**src/hdl/pcith_pkg.sv**
```systemverilog
/*
 Package for the PCI target/initiator handshake block: reset and timing
 constants, the state encoding and the packed structs carried between
 the handshake logic and the bridge core.
 Assumes a single 125 MHz clock and active-low PCI control pins.
*/
package pcith_pkg;

    localparam int  CLOCK_MHZ            = 125;
    // Least PCI reset pulse for a software hard reset, in microseconds
    localparam int  BUS_RESET_US         = 1000;
    localparam int  BUS_RESET_CYCLES     = BUS_RESET_US * CLOCK_MHZ;
    localparam int  STATE_WIDTH          = 2;

    typedef enum logic [1:0] {
        PCITH_IDLE      = 2'b00,
        PCITH_TARGET    = 2'b01,
        PCITH_INITIATOR = 2'b10,
        PCITH_TURN      = 2'b11
    } pcith_state_t;

    // One tri-state PCI control pin as seen by the design
    typedef struct packed {
        logic out_n;
        logic oe;
    } pcith_pin_t;

    // Requests from the bridge core
    typedef struct packed {
        logic claim;        // Address decoded as ours, take the target role
        logic target_ready; // Read data on the data lines or ready to capture write data
        logic target_stop;  // Core wants the initiator to stop
        logic master_start; // Begin an initiator transaction
        logic master_ready; // Write data valid or ready to capture read data
        logic master_last;  // Current data phase is the last one
    } pcith_req_t;

    // Status back to the bridge core
    typedef struct packed {
        logic data_done;    // Data phase completed this edge
        logic stopped;      // Initiator transaction ended by target stop
        logic is_target;
        logic is_initiator;
    } pcith_stat_t;

    localparam logic RESET_OE  = 1'b0;
    localparam logic RESET_OUT = 1'b1;

endpackage

```
**src/hdl/pcith_top.sv**
```systemverilog
/*
 PCI control handshake of a PCI-to-ISA bridge: drives target ready and stop
 as target, initiator ready as initiator, samples the partner's strobes,
 turns a system error into an NMI and generates the PCI bus reset.
 Assumes all pin inputs are synchronous to clock and the bus level is resolved
 outside from the output enables; frame and address phase are handled by the core.
*/
// How it works
// Any PCI agent may pulse the system error line on detecting an error.
// Sampled system error raises NMI when the enable input is set.
// As target, assert stop to ask the initiator to end the transaction.
// As initiator, end the current transaction when stop is sampled asserted.
// Drive stop only as target; treat it as input as initiator.
// PCI reset floats stop and target ready until next target response.
// Data phase completes only when both ready lines sampled asserted.
// On target reads, assert target ready only with valid read data present.
// On target writes, assert target ready only when able to capture data.
// Drive target ready as target; sample it as input as initiator.
// As initiator, assert initiator ready when data valid or ready to capture.
// Assert PCI reset at power-up and on a software hard reset request.
// Drive target ready and stop only during claimed accesses, then release.
`timescale 1ns/1ps
`default_nettype none
module pcith_top #(
    parameter int RESET_CYCLES = pcith_pkg::BUS_RESET_CYCLES
) (
    input  wire logic                   clock,
    input  wire logic                   rst_n,
    input  wire logic                   hard_reset_request,
    input  wire logic                   nmi_on_serr_enable,
    input  wire pcith_pkg::pcith_req_t  req,
    input  wire logic                   trdy_in_n,
    input  wire logic                   irdy_in_n,
    input  wire logic                   stop_in_n,
    input  wire logic                   serr_in_n,
    output pcith_pkg::pcith_pin_t       trdy_pin,
    output pcith_pkg::pcith_pin_t       stop_pin,
    output pcith_pkg::pcith_pin_t       irdy_pin,
    output pcith_pkg::pcith_stat_t      stat,
    output logic                        nmi,
    output logic                        pci_reset_n
);

    // Elaboration-time refusal of a bus reset pulse the counter cannot time
    if (RESET_CYCLES < 1) begin : g_bad_reset_cycles
        $error("RESET_CYCLES must be at least one");
    end

    localparam int CW = $clog2(RESET_CYCLES + 1);

    logic                    rst_meta_n;
    logic                    rst_sync_n;
    logic [CW-1:0]           reset_count;
    logic                    bus_reset;
    pcith_pkg::pcith_state_t state;
    pcith_pkg::pcith_state_t next_state;

    always_ff @(posedge clock or negedge rst_n) begin
        if (!rst_n) begin
            rst_meta_n <= 1'b0;
            rst_sync_n <= 1'b0;
        end else begin
            rst_meta_n <= 1'b1;
            rst_sync_n <= rst_meta_n;
        end
    end

    // Bus reset held from power-up, restarted by software for the full pulse
    wire count_done = (reset_count == CW'(RESET_CYCLES));
    always_ff @(posedge clock or negedge rst_sync_n) begin
        if (!rst_sync_n) begin
            reset_count <= '0;
        end else if (hard_reset_request) begin
            reset_count <= '0;
        end else if (!count_done) begin
            reset_count <= reset_count + CW'(1);
        end
    end
    assign bus_reset = !count_done;

    always_ff @(posedge clock or negedge rst_sync_n) begin
        if (!rst_sync_n) begin
            pci_reset_n <= 1'b0;
        end else begin
            pci_reset_n <= count_done;
        end
    end

    // Handshake sampling on the current edge
    wire data_done = !trdy_in_n && !irdy_in_n;
    wire stop_seen = !stop_in_n;
    wire in_target = (state == pcith_pkg::PCITH_TARGET);
    wire in_master = (state == pcith_pkg::PCITH_INITIATOR);
    wire master_end = in_master && (stop_seen || (data_done && req.master_last));
    wire target_end = in_target && data_done && req.target_stop;

    always_comb begin
        next_state = state;
        case (state)
            pcith_pkg::PCITH_IDLE: begin
                if (req.claim) begin
                    next_state = pcith_pkg::PCITH_TARGET;
                end else if (req.master_start) begin
                    next_state = pcith_pkg::PCITH_INITIATOR;
                end
            end
            pcith_pkg::PCITH_TARGET: begin
                if (target_end || (req.target_stop && irdy_in_n && !req.target_ready)) begin
                    next_state = pcith_pkg::PCITH_TURN;
                end
            end
            pcith_pkg::PCITH_INITIATOR: begin
                if (master_end) begin
                    next_state = pcith_pkg::PCITH_TURN;
                end
            end
            pcith_pkg::PCITH_TURN: begin
                next_state = pcith_pkg::PCITH_IDLE;
            end
            default: begin
                next_state = pcith_pkg::PCITH_IDLE;
            end
        endcase
        // No role is taken while the bus is in reset, so no strobe leaks out; data_done and stopped still follow the old state on its first edge
        if (bus_reset) begin
            next_state = pcith_pkg::PCITH_IDLE;
        end
    end

    always_ff @(posedge clock or negedge rst_sync_n) begin
        if (!rst_sync_n) begin
            state <= pcith_pkg::PCITH_IDLE;
        end else if (bus_reset) begin
            state <= pcith_pkg::PCITH_IDLE;
        end else begin
            state <= next_state;
        end
    end

    // Target strobes: driven only in the claimed target role
    wire drive_target = !bus_reset && (next_state == pcith_pkg::PCITH_TARGET ||
                        (in_target && next_state == pcith_pkg::PCITH_TURN));
    wire drive_master = !bus_reset && (next_state == pcith_pkg::PCITH_INITIATOR);
    wire assert_trdy  = (next_state == pcith_pkg::PCITH_TARGET) && req.target_ready;
    wire assert_stop  = (next_state == pcith_pkg::PCITH_TARGET) && req.target_stop;
    wire assert_irdy  = drive_master && req.master_ready;

    always_ff @(posedge clock or negedge rst_sync_n) begin
        if (!rst_sync_n) begin
            trdy_pin <= '{out_n: pcith_pkg::RESET_OUT, oe: pcith_pkg::RESET_OE};
            stop_pin <= '{out_n: pcith_pkg::RESET_OUT, oe: pcith_pkg::RESET_OE};
            irdy_pin <= '{out_n: pcith_pkg::RESET_OUT, oe: pcith_pkg::RESET_OE};
        end else begin
            trdy_pin <= '{out_n: !assert_trdy, oe: drive_target};
            stop_pin <= '{out_n: !assert_stop, oe: drive_target};
            irdy_pin <= '{out_n: !assert_irdy, oe: drive_master};
        end
    end

    always_ff @(posedge clock or negedge rst_sync_n) begin
        if (!rst_sync_n) begin
            stat <= '0;
            nmi  <= 1'b0;
        end else begin
            stat <= '{data_done:    (in_target || in_master) && data_done,
                      stopped:      in_master && stop_seen,
                      is_target:    (next_state == pcith_pkg::PCITH_TARGET),
                      is_initiator: (next_state == pcith_pkg::PCITH_INITIATOR)};
            nmi  <= nmi_on_serr_enable && !serr_in_n;
        end
    end

endmodule
`default_nettype wire

```
**config.mk**
```make
export PLATFORM = sky130hd
export DESIGN_NAME = pcith_top
export DESIGN_NICKNAME = d
export VERILOG_FILES = /design/src/hdl/pcith_pkg.sv /design/src/hdl/pcith_top.sv
export SDC_FILE = /design/constraint.sdc
export NUM_CORES = 1
export LEC_CHECK = 0
export BUFFER_PORTS_ARGS = -buffer_cell sky130_fd_sc_hd__buf_2
export CORE_MARGIN = 3
export CORE_UTILIZATION = 38
export CTS_CLUSTER_SIZE = 25
export DETAILED_ROUTE_END_ITERATION = 16
export GPL_TIMING_DRIVEN = 0
export PLACE_DENSITY = 0.54
export SYNTH_ARGS = -nofsm -noshare
export SYNTH_HDL_FRONTEND = slang
export SYNTH_SLANG_ARGS = --single-unit
```
**constraint.sdc**
```tcl
create_clock -name clock -period 1 [get_ports clock]
set_input_delay 0.25 -clock clock [delete_from_list [all_inputs] [get_ports clock]]
set_output_delay 0.25 -clock clock [all_outputs]
set_load 0.05 [all_outputs]
```
==> Word-level counts from Yosys, hierarchy flattened <==
Index checks and enable logic that the tools add are counted.
{ "op_classes": {"add_sub_neg": 1, "n_eq_ne": 8, "muxes": 9, "reduce_logical": 29} }
{ "ops": {"columns": ["operator", "count"], "rows": [
  ["$mux W17", 2],
  ["$add A17 B1 Y17 const B", 1],
  ["$eq A17 B17 Y1 const B", 1],
  ["$logic_and A1 B1 Y1", 16],
  ["$mux W2", 6],
  ["$eq A2 B2 Y1 const B", 4],
  ["$logic_not A1 Y1", 8],
  ["$pmux W2 S4", 1],
  ["$eq A2 B1 Y1 const B", 2],
  ["$logic_or A1 B1 Y1", 4],
  ["$logic_not A2 Y1", 1],
  ["$ne A2 B2 Y1 const B", 1]
]} }
{ "word_totals": {"reg_bits": 32, "inputBits": 14, "out_inout_bits": 12, "word_cells": 62} }

==> Depth between registers and ports, before layout <==
Gate-level depths: netlist (run 1).
{ "depth": {"ltp_word": 12, "depth_mapped": 6, "depth_no_buf": 6} }

==> Least setup slack after synthesis (run 1) <==
Ideal clock, no wire load.
{ "synth_path": {"kind": "register to register", "startpoint": "register state[1]", "endpoint": "register stop_pin[0] in the netlist's numbering", "setup_time_ns": 0.119, "arrival_ns": 1.481, "t_required_ns": 0.881, "path_slack_ns": -0.599, "path_stages_with_launch": 7, "path_buffers": 0, "synth_period_minus_slack_ns": 1.599, "cell_sequence": "dfrtp_1 > inv_1 > ha_1 > nor3_1 > a211oi_1 > nand2_1 > o21a_1"} }
{ "synth_via": {"elab_chain_cells": 11, "elab_cells_between_ends": 19, "classes_between": "eq/ne (5); mux (6); reduce/logical (8)"} }
{ "synth_rtl": {"columns": ["element", "line", "rtl"], "rows": [
  ["start: declaration", "pcith_top.sv:55", "pcith_pkg::pcith_state_t state;"],
  ["start signal: assignment", "pcith_top.sv:132", "state <= pcith_pkg::PCITH_IDLE;"],
  ["start signal: assignment", "pcith_top.sv:134", "state <= pcith_pkg::PCITH_IDLE;"],
  ["start signal: assignment", "pcith_top.sv:136", "state <= next_state;"],
  ["$eq A2 B1 Y1", "pcith_top.sv:92, pcith_top.sv:99", null],
  ["$logic_and A1 B1 Y1 (2 in series)", "pcith_top.sv:95", "wire target_end = in_target && data_done && req.target_stop;"],
  ["$logic_or A1 B1 Y1", "pcith_top.sv:108", "if (target_end || (req.target_stop && irdy_in_n && !req.target_ready)) begin"],
  ["$mux W2", "pcith_top.sv:108", null],
  ["$pmux W2 S4", "pcith_top.sv:99", "case (state)"],
  ["$mux W2", "pcith_top.sv:125", "if (bus_reset) begin"],
  ["$eq A2 B2 Y1", "pcith_top.sv:142", "(in_target && next_state == pcith_pkg::PCITH_TURN));"],
  ["$logic_and A1 B1 Y1", "pcith_top.sv:142", null],
  ["$logic_or A1 B1 Y1 (*)", "pcith_top.sv:141", "wire drive_target = !bus_reset && (next_state == pcith_pkg::PCITH_TARGET ||"],
  ["$logic_and A1 B1 Y1 (*)", "pcith_top.sv:141", null],
  ["net drive_target", "pcith_top.sv:141", null],
  ["end signal: assignment", "pcith_top.sv:151", "stop_pin <= '{out_n: pcith_pkg::RESET_OUT, oe: pcith_pkg::RESET_OE};"],
  ["end signal: assignment", "pcith_top.sv:155", "stop_pin <= '{out_n: !assert_stop, oe: drive_target};"],
  ["end: declaration", "pcith_top.sv:37", "output pcith_pkg::pcith_pin_t stop_pin,"]
]} }
The timed path passes the listed nets; every way through them passes the cells marked *.
A chain may end at the register's enable or synchronous reset.

==> Worst setup path in the final report (run 1) <==
{ "layout_path": {"startpoint": "register reset_count[0]", "endpoint": "register stat[0] in the netlist's numbering"} }
{ "layout_via": {"elab_chain_cells": 3} }
{ "layout_rtl": {"columns": ["element", "line", "rtl"], "rows": [
  ["start: declaration", "pcith_top.sv:53", "logic [CW-1:0] reset_count;"],
  ["start signal: assignment", "pcith_top.sv:76", "reset_count <= reset_count + CW'(1);"],
  ["$eq A17 B17 Y1", "pcith_top.sv:69", "wire count_done = (reset_count == CW'(RESET_CYCLES));"],
  ["$mux W2", "pcith_top.sv:125", null],
  ["$eq A2 B2 Y1", "pcith_top.sv:168", "is_initiator: (next_state == pcith_pkg::PCITH_INITIATOR)};"],
  ["end signal: assignment", "pcith_top.sv:165", "stat <= '{data_done: (in_target || in_master) && data_done,"],
  ["end: declaration", "pcith_top.sv:39", "output pcith_pkg::pcith_stat_t stat,"]
]} }
Every way passes these cells.

==> out/metrics.csv, run 1 <==
stage,metric,value,unit
sta,tightestPinTransition,0.654,ns
flow_run,maxCapViolCount,0,
clock_tree,clock-root-buffer,clkbuf_8,
drt,first_pass_iters,4,
drt,drt_iter0_drc,67,
die,die_w,71.0,um
drt,vias,1386,
clock_tree,numCtsBuffers,5,
power_and_ir_drop,irDropWorstVdd,0.000716,V
global_route,grt_overflow_total,0,
yosys,ys_top_cells_by_area,"dfrtp_1 45%, dfstp_2 4.9%, nor2_1 4.9%",
placement,finalWeightedCongestion,0.873,
setup_path,r2r_setup_slack,-0.59,ns
power_and_ir_drop,power_density,1120,nW/um2
clock_tree,tritoncts,built,
setup_path,setup.worst_path.end_class,register,
yosys,syn_area_per_cell,10.5,um2
sta,fmax,0.629,GHz
sta,rsz0062_at_grt,yes,
die,io_pins,26,
yosys,ys_async_sr_fraction,100,%
clock_tree,cts.sinks,32,
die,start_util,41.6,%
finish,syn2layout_area_growth,56.7,%
global_route,grt_pass1_wl,6.88,mm
yosys,synth_nets,173,
clock_tree,cts_buffer_depth,2,
die,die_y,71.0,um
outcome,violations,negative setup slack,
die,die_area,5040,um2
sta,setup_viol,40,
die,core,3850,um2
setup_path,worst-setup-path-type,register to register,
yosys,yosysTopAreaCellShare,45.2,%
clock_tree,htreeDepth,2,
yosys,ys_warn_count,0,
sta,layout_min_cycle_time,1.59,ns
yosys,synth_cell_types,39,
setup_path,crit_required,1.23,ns
global_route,grt.total_usage,17.6,%
finish,antennaDiodeCount,0,
finish,nets,235,
global_route,grt_pass1_vias,1437,
die,rows,22,
yosys,ys_ff_latch,32,
setup_path,crit_path_start_kind,register,
placement,port_buffers,24,
worst_hold_path,worstHoldPathType,primary input to register,
global_route,antenna_found_initial,0,
sta,post-route-period-util,159,%
sta,skew,0.00902,ns
sta,relSlewSlack,56.4,%
drt,ant_nets,0,
power_and_ir_drop,leakagePower,1.14,nW
clock_tree,path_clk_slew,0.07,ns
sta,report.final.hold_viol_count,0,
clock_tree,clk_latency,0.29,ns
global_route,grt_max_degree,31,
outcome,status,finished with violations,
drt,route.detailed.drc,0,
yosys,ys.flop_type,dfrtp_1,
yosys,ys_seq_area_share,50.2,%
sta,slew_violations,0,
placement,pre_cts_slack,-0.675,ns
finish,drive_gt1_share,53.7,%
setup_path,worstPathMaxFanout,4,
placement,placed_area,1860,um2
drt,wl_per_cell,15.5,um
yosys,synth_edf_count,0,
drt,via_per_inst,5.25,
yosys,syn_inst,153,
drt,wirelength,4.09,mm
finish,fillerInstances,298,
sta,fin_ws,-0.590,ns
setup_path,cp.arrival,1.82,ns
finish,fin_area,2510,um2
placement,hpwl,2.45,mm
yosys,synth_top_area_cell,dfrtp_1,
yosys,syn_area,1600,um2
==> Yosys cell counts, types with 4 or more instances <==
library cell,n
dfrtp_1,29
nor2_1,21
nand2_1,9
nand3_1,8
xnor2_1,8
inv_1,7
nor4_1,7
ha_1,6
and2_1,5
nand4_1,5
xor2_1,5
nor3_1,4
o21ai_0,4
==> placed cells by master, fill, tap and decap left out, types with 3 or more instances in the layout <==
cell      instances
and2_1            4
buf_2            12
buf_4            23
buf_6            16
buf_8             4
clkbuf_8          5
dfrtp_1          19
dfrtp_2          10
dfstp_2           3
ha_4              5
inv_2             4
nand2_1           7
nand3_1           6
nand4_1           5
nor2_1           19
nor2b_1           3
nor4_4            6
xnor2_1           8
xor2_1            5
==> cells by family after synthesis <==
family / count (synthesis) / share of synthesized area, %
adders and majority gates: 6 / 4.68
other: 1 / 0.234
buffers and inverters: 11 / 2.89
and+or+nand+nor: 75 / 27.2
AOI/OAI and AO/OA: 12 / 5.70
DFF: 32 / 50.2
xor gates and xnor gates: 13 / 7.10
muxes: 3 / 2.03
==> sequential cells by signal, summed over array words and instances (netlist names) <==
signal       count
trdy_pin         1
nmi              1
rst_sync_n       1
irdy_pin         2
reset_count     17
state            2
pci_reset_n      1
stop_pin         2
rst_meta_n       1
stat             4
==> area by class of cell <==
type                            count  area (um2)  area share (%)
Clock buffer                        5        68.8            2.74
Buffer                              4        30.0            1.19
Timing Repair Buffer               55         480            19.1
Sequential cell                    32         817            32.5
Tap cell                           48        60.1            2.39
Multi-Input combinational cell    110         982            39.1
Inverter                            7        32.5            1.29
Clock inverter                      3        42.5            1.69
==> path summary, 6_finish.rpt <==
path / start / endpoint / cells after the start
min reg2reg: rst_sync_n$_DFF_PN0_ / pci_reset_n$_DFF_PN0_ / 0
max in group asynchronous: rst_sync_n$_DFF_PN0_ / reset_count[10]$_DFFE_PN0P_ / 0
max reg2reg: reset_count[0]$_DFFE_PN0P_ / stat[0]$_DFF_PN0_ / 6
max: reset_count[0]$_DFFE_PN0P_ / stat[0]$_DFF_PN0_ / 6
min: req[1] / irdy_pin[1]$_DFF_PN1_ / 2
min in group asynchronous: rst_n / rst_meta_n$_DFF_PN0_ / 2
==> where the power goes <==
group	internal [W]	total [W]	switching, W
logic	0.000114	0.000232	0.000118
registers	0.00131	0.00134	0.0000315
clock network	0.000736	0.00124	0.000502
total	0.00216	0.00281	0.000652
==> worst max-delay path, stage by stage, from the launching register on <==
cell and delay [ns]:
dfrtp_2 0.42, inv_2 0.08, ha_4 0.12, and4b_2 0.27
nand4_4 0.15, and4bb_2 0.37, and2_1 0.13
==> per-layer routing <==
| metal | global-route usage, % | vias to the layer above | routed length (um) |
|---|---|---|---|
| li1 | - | 658 | - |
| met2 | 28.2 | 37 | 1990 |
| met5 | 0 | - | 0 |
| met1 | 22.5 | 679 | 1800 |
| met4 | 6.89 | 0 | 87 |
| met3 | 4.83 | 12 | 210 |
==> timing repair <==
action	4_1_cts	5_1_grt
pin swaps	21	8
hold buffers	1	0
endpoints found under the hold margin	2	0
endpoints found under the setup margin	70	70
resized for setup	68	9
buffers inserted	26	4
==> through the flow <==
stage	hold slack, ns	utilization, %	total power (W)	instances	setup TNS (ns)
finish	0.0913	65.2	0.00281	264	-12.98
global route	0.0962	65.2	0.00293	264	-15.28
CTS	0.0820	63.6	0.00283	260	-22.26
detailed placement	0.0381	48.1	0.00150	225	-23.24
global placement	0.0345	48.1	0.00149	225	-21.51
floorplan	-0.0456	-	0.00144	153	-8.37
No activity file was read; power rests on OpenSTA's default activity.
==> inputs of run 2 (changes only) <==
--- a/config.mk
+++ b/config.mk
@@ -15,3 +15,4 @@
 export SYNTH_ARGS = -nofsm -noshare
 export SYNTH_HDL_FRONTEND = slang
 export SYNTH_SLANG_ARGS = --single-unit
+export TNS_END_PERCENT = 1
==> run 2 against run 1 <==
The flow still finishes with violations (negative setup slack); flip-flop and latch count did not move; setup slack got worse by 0.016 ns; sequential share of layout area rose by 4.3 points; via count fell by 9.6%; count of clock-buffer cells in the layout rose by 2; highest routed layer unchanged.
==> out/metrics.csv, run 2 (synthesis gave the netlist of run 1 again) <==
stage,metric,value,unit
die,core,3850,um2
finish,antennaDiodeCount,0,
finish,layout_common_cells,"27 x dfrtp_1, 21 x nor2_1, 12 x buf_2, 10 x buf_4, 9 x buf_6",
clock_tree,tritoncts,built,
sta,fin_ws,-0.606,ns
global_route,grt_max_degree,31,
drt,wl_per_cell,15.2,um
sta,fmax,0.623,GHz
drt,first_pass_iters,4,
finish,largest_reg_flops,17,
global_route,grt_overflow_total,0,
sta,skew,0.00469,ns
clock_tree,htreeDepth,2,
setup_path,crit_path_start_kind,register,
finish,seq_area,807,um2
drt,vias,1253,
placement,dpl.cell_count,225,
sta,whs,0.104,ns
clock_tree,clock-root-buffer,clkbuf_8,
drt,wirelength,3.68,mm
sta,layout_min_cycle_time,1.61,ns
sta,post-route-period-util,161,%
setup_path,setup.worst_path.end_class,register,
flow_run,maxCapViolCount,0,
sta,setup_viol,70,
drt,route.detailed.drc,0,
finish,fillerInstances,348,
setup_path,ff2ff_path_depth,6,
global_route,grt.total_usage,15.6,%
setup_path,r2r-end,stat[0]$_DFF_PN0_,
power_and_ir_drop,power_density,1310,nW/um2
drt,ant_nets,0,
setup_path,critical_path_buf_inv_count,1,
power_and_ir_drop,irDropWorstVdd,0.000908,V
setup_path,slowest_delay,0.43,ns
finish,regMostFlops,reset_count,
clock_tree,cts.sinks,32,
die,io_pins,26,
setup_path,r2r_setup_slack,-0.61,ns
worst_hold_path,holdPathStages,2,
setup_path,path_cells,inv_2 > ha_4 > and4b_2 > nand4_4 > and4bb_2 > and2_4,
clock_tree,numCtsBuffers,5,
placement,hpwl,2.43,mm
sta,relSlewSlack,20.6,%
drt,drt_iter0_drc,37,
finish,multi_input_area,871,um2
global_route,grt_pass1_wl,6.13,mm
power_and_ir_drop,power.total,0.00287,W
setup_path,crit_required,1.22,ns
finish,drive_gt1_share,41.2,%
power_and_ir_drop,leakagePower,0.935,nW
die,die_area,5040,um2
setup_path,cp_num_cells,6,
setup_path,cp.arrival,1.83,ns
worst_hold_path,whs_endpoint,irdy_pin[1]$_DFF_PN1_,
setup_path,cp_slowest_cell,dfrtp_1,
sta,slew_violations,0,
sta,tightestPinTransition,1.19,ns
placement,finalWeightedCongestion,0.767,
finish,syn2layout_area_growth,36.7,%
die,die_y,71.0,um
placement,port_buffers,24,
global_route,grt_pass1_vias,1281,
setup_path,rr_startpoint,reset_count[1]$_DFFE_PN0P_,
outcome,violations,negative setup slack,
worst_hold_path,hp-start,req[1],
die,start_util,41.6,%
sta,rsz0062_at_grt,yes,
setup_path,worstPathMaxFanout,5,
sta,report.final.hold_viol_count,0,
worst_hold_path,worstHoldPathType,primary input to register,
clock_tree,cts_buffer_depth,2,
outcome,status,finished with violations,
setup_path,cpLargestDelayFamily,simple AND/OR/NAND/NOR gates,
finish,final_common_cell,dfrtp_1,
finish,nets,213,
global_route,antenna_found_initial,0,
finish,reg_top3,"reset_count (17), stat (4)",
die,rows,22,
clock_tree,path_clk_slew,0.07,ns
finish,instances_no_fill,242,
clock_tree,clk_latency,0.28,ns
drt,via_per_inst,5.18,
die,die_w,71.0,um
setup_path,worst-setup-path-type,register to register,
## run 2: changes by cell type in the layout (fill, tap and decap cells not counted), moves of 3 or more
cell	previous run	this run
buf_4	23	10
buf_6	16	9
dfrtp_1	19	27
dfrtp_2	10	2
ha_4	5	2
nor4_2	1	7
nor4_4	6	0
## run 2: area by class of cell
type / instances / area share [%]
well taps: 48 / 2.74
inverters: 7 / 1.31
clock buffers: 7 / 4.39
repair buffers: 33 / 12.6
flip-flops and latches: 32 / 36.8
multi-input cells: 110 / 39.7
plain buffers: 4 / 1.03
clock inverters: 1 / 1.37
## run 2: layer usage
layer / GRT usage, % / part of all wire, % / routed length [um]
met1: 18.3 / 41 / 1520
met4: 6.26 / 1.7 / 63
met2: 26.4 / 53 / 1950
met5: 0 / 0 / 0
met3: 5.11 / 4.0 / 146
## run 2: per-stage QoR
step	setup TNS, ns	instance area, um2	setup WS [ns]	util, %
floorplan	-8.68	1610	-0.525	-
detailed placement	-22.94	1790	-0.811	46.4
global placement	-20.42	1790	-0.731	46.4
global route	-29.34	2190	-0.664	56.9
finish	-18.74	2190	-0.606	56.9
CTS	-23.17	2110	-0.592	54.9
## run 2: where the power goes
group	switching (W)	internal, W	total (W)
Sequential	0.0000355	0.00131	0.00135
Clock	0.000471	0.000879	0.00135
Combinational	0.0000915	0.0000784	0.000170
Total	0.000598	0.00227	0.00287
## run 2: how the worst max path moves through the flow
stage | start | to | slack, ns
final | reset_count[1]$_DFFE_PN0P_ | stat[0]$_DFF_PN0_ | -0.61
after global routing | reset_count[0]$_DFFE_PN0P_ | stat[0]$_DFF_PN0_ | -0.66
after CTS | reset_count[0]$_DFFE_PN0P_ | stat[0]$_DFF_PN0_ | -0.59
after detailed placement | state[1]$_DFF_PN0_ | stop_pin[0]$_DFF_PN0_ | -0.81
after global placement | state[1]$_DFF_PN0_ | stop_pin[0]$_DFF_PN0_ | -0.73
after floorplan | reset_count[0]$_DFFE_PN0P_ | reset_count[0]$_DFFE_PN0P_ | -0.53
## run 2: what timing repair did
action / in CTS / in global routing
pin swaps: 13 / 2
hold buffers: 1 / 0
hold endpoints to repair: 2 / 0
setup buffers: 5 / 3
resized for setup: 45 / 13
endpoints found under the setup margin: 70 / 70
## run 2: worst register-to-register path, delay by kind of cell, from the launching register on
family	cells	cell delay (ns)
buffers and inverters	1	0.09
DFF	1	0.43
and+or+nand+nor	4	0.91
adders and majority gates	1	0.12
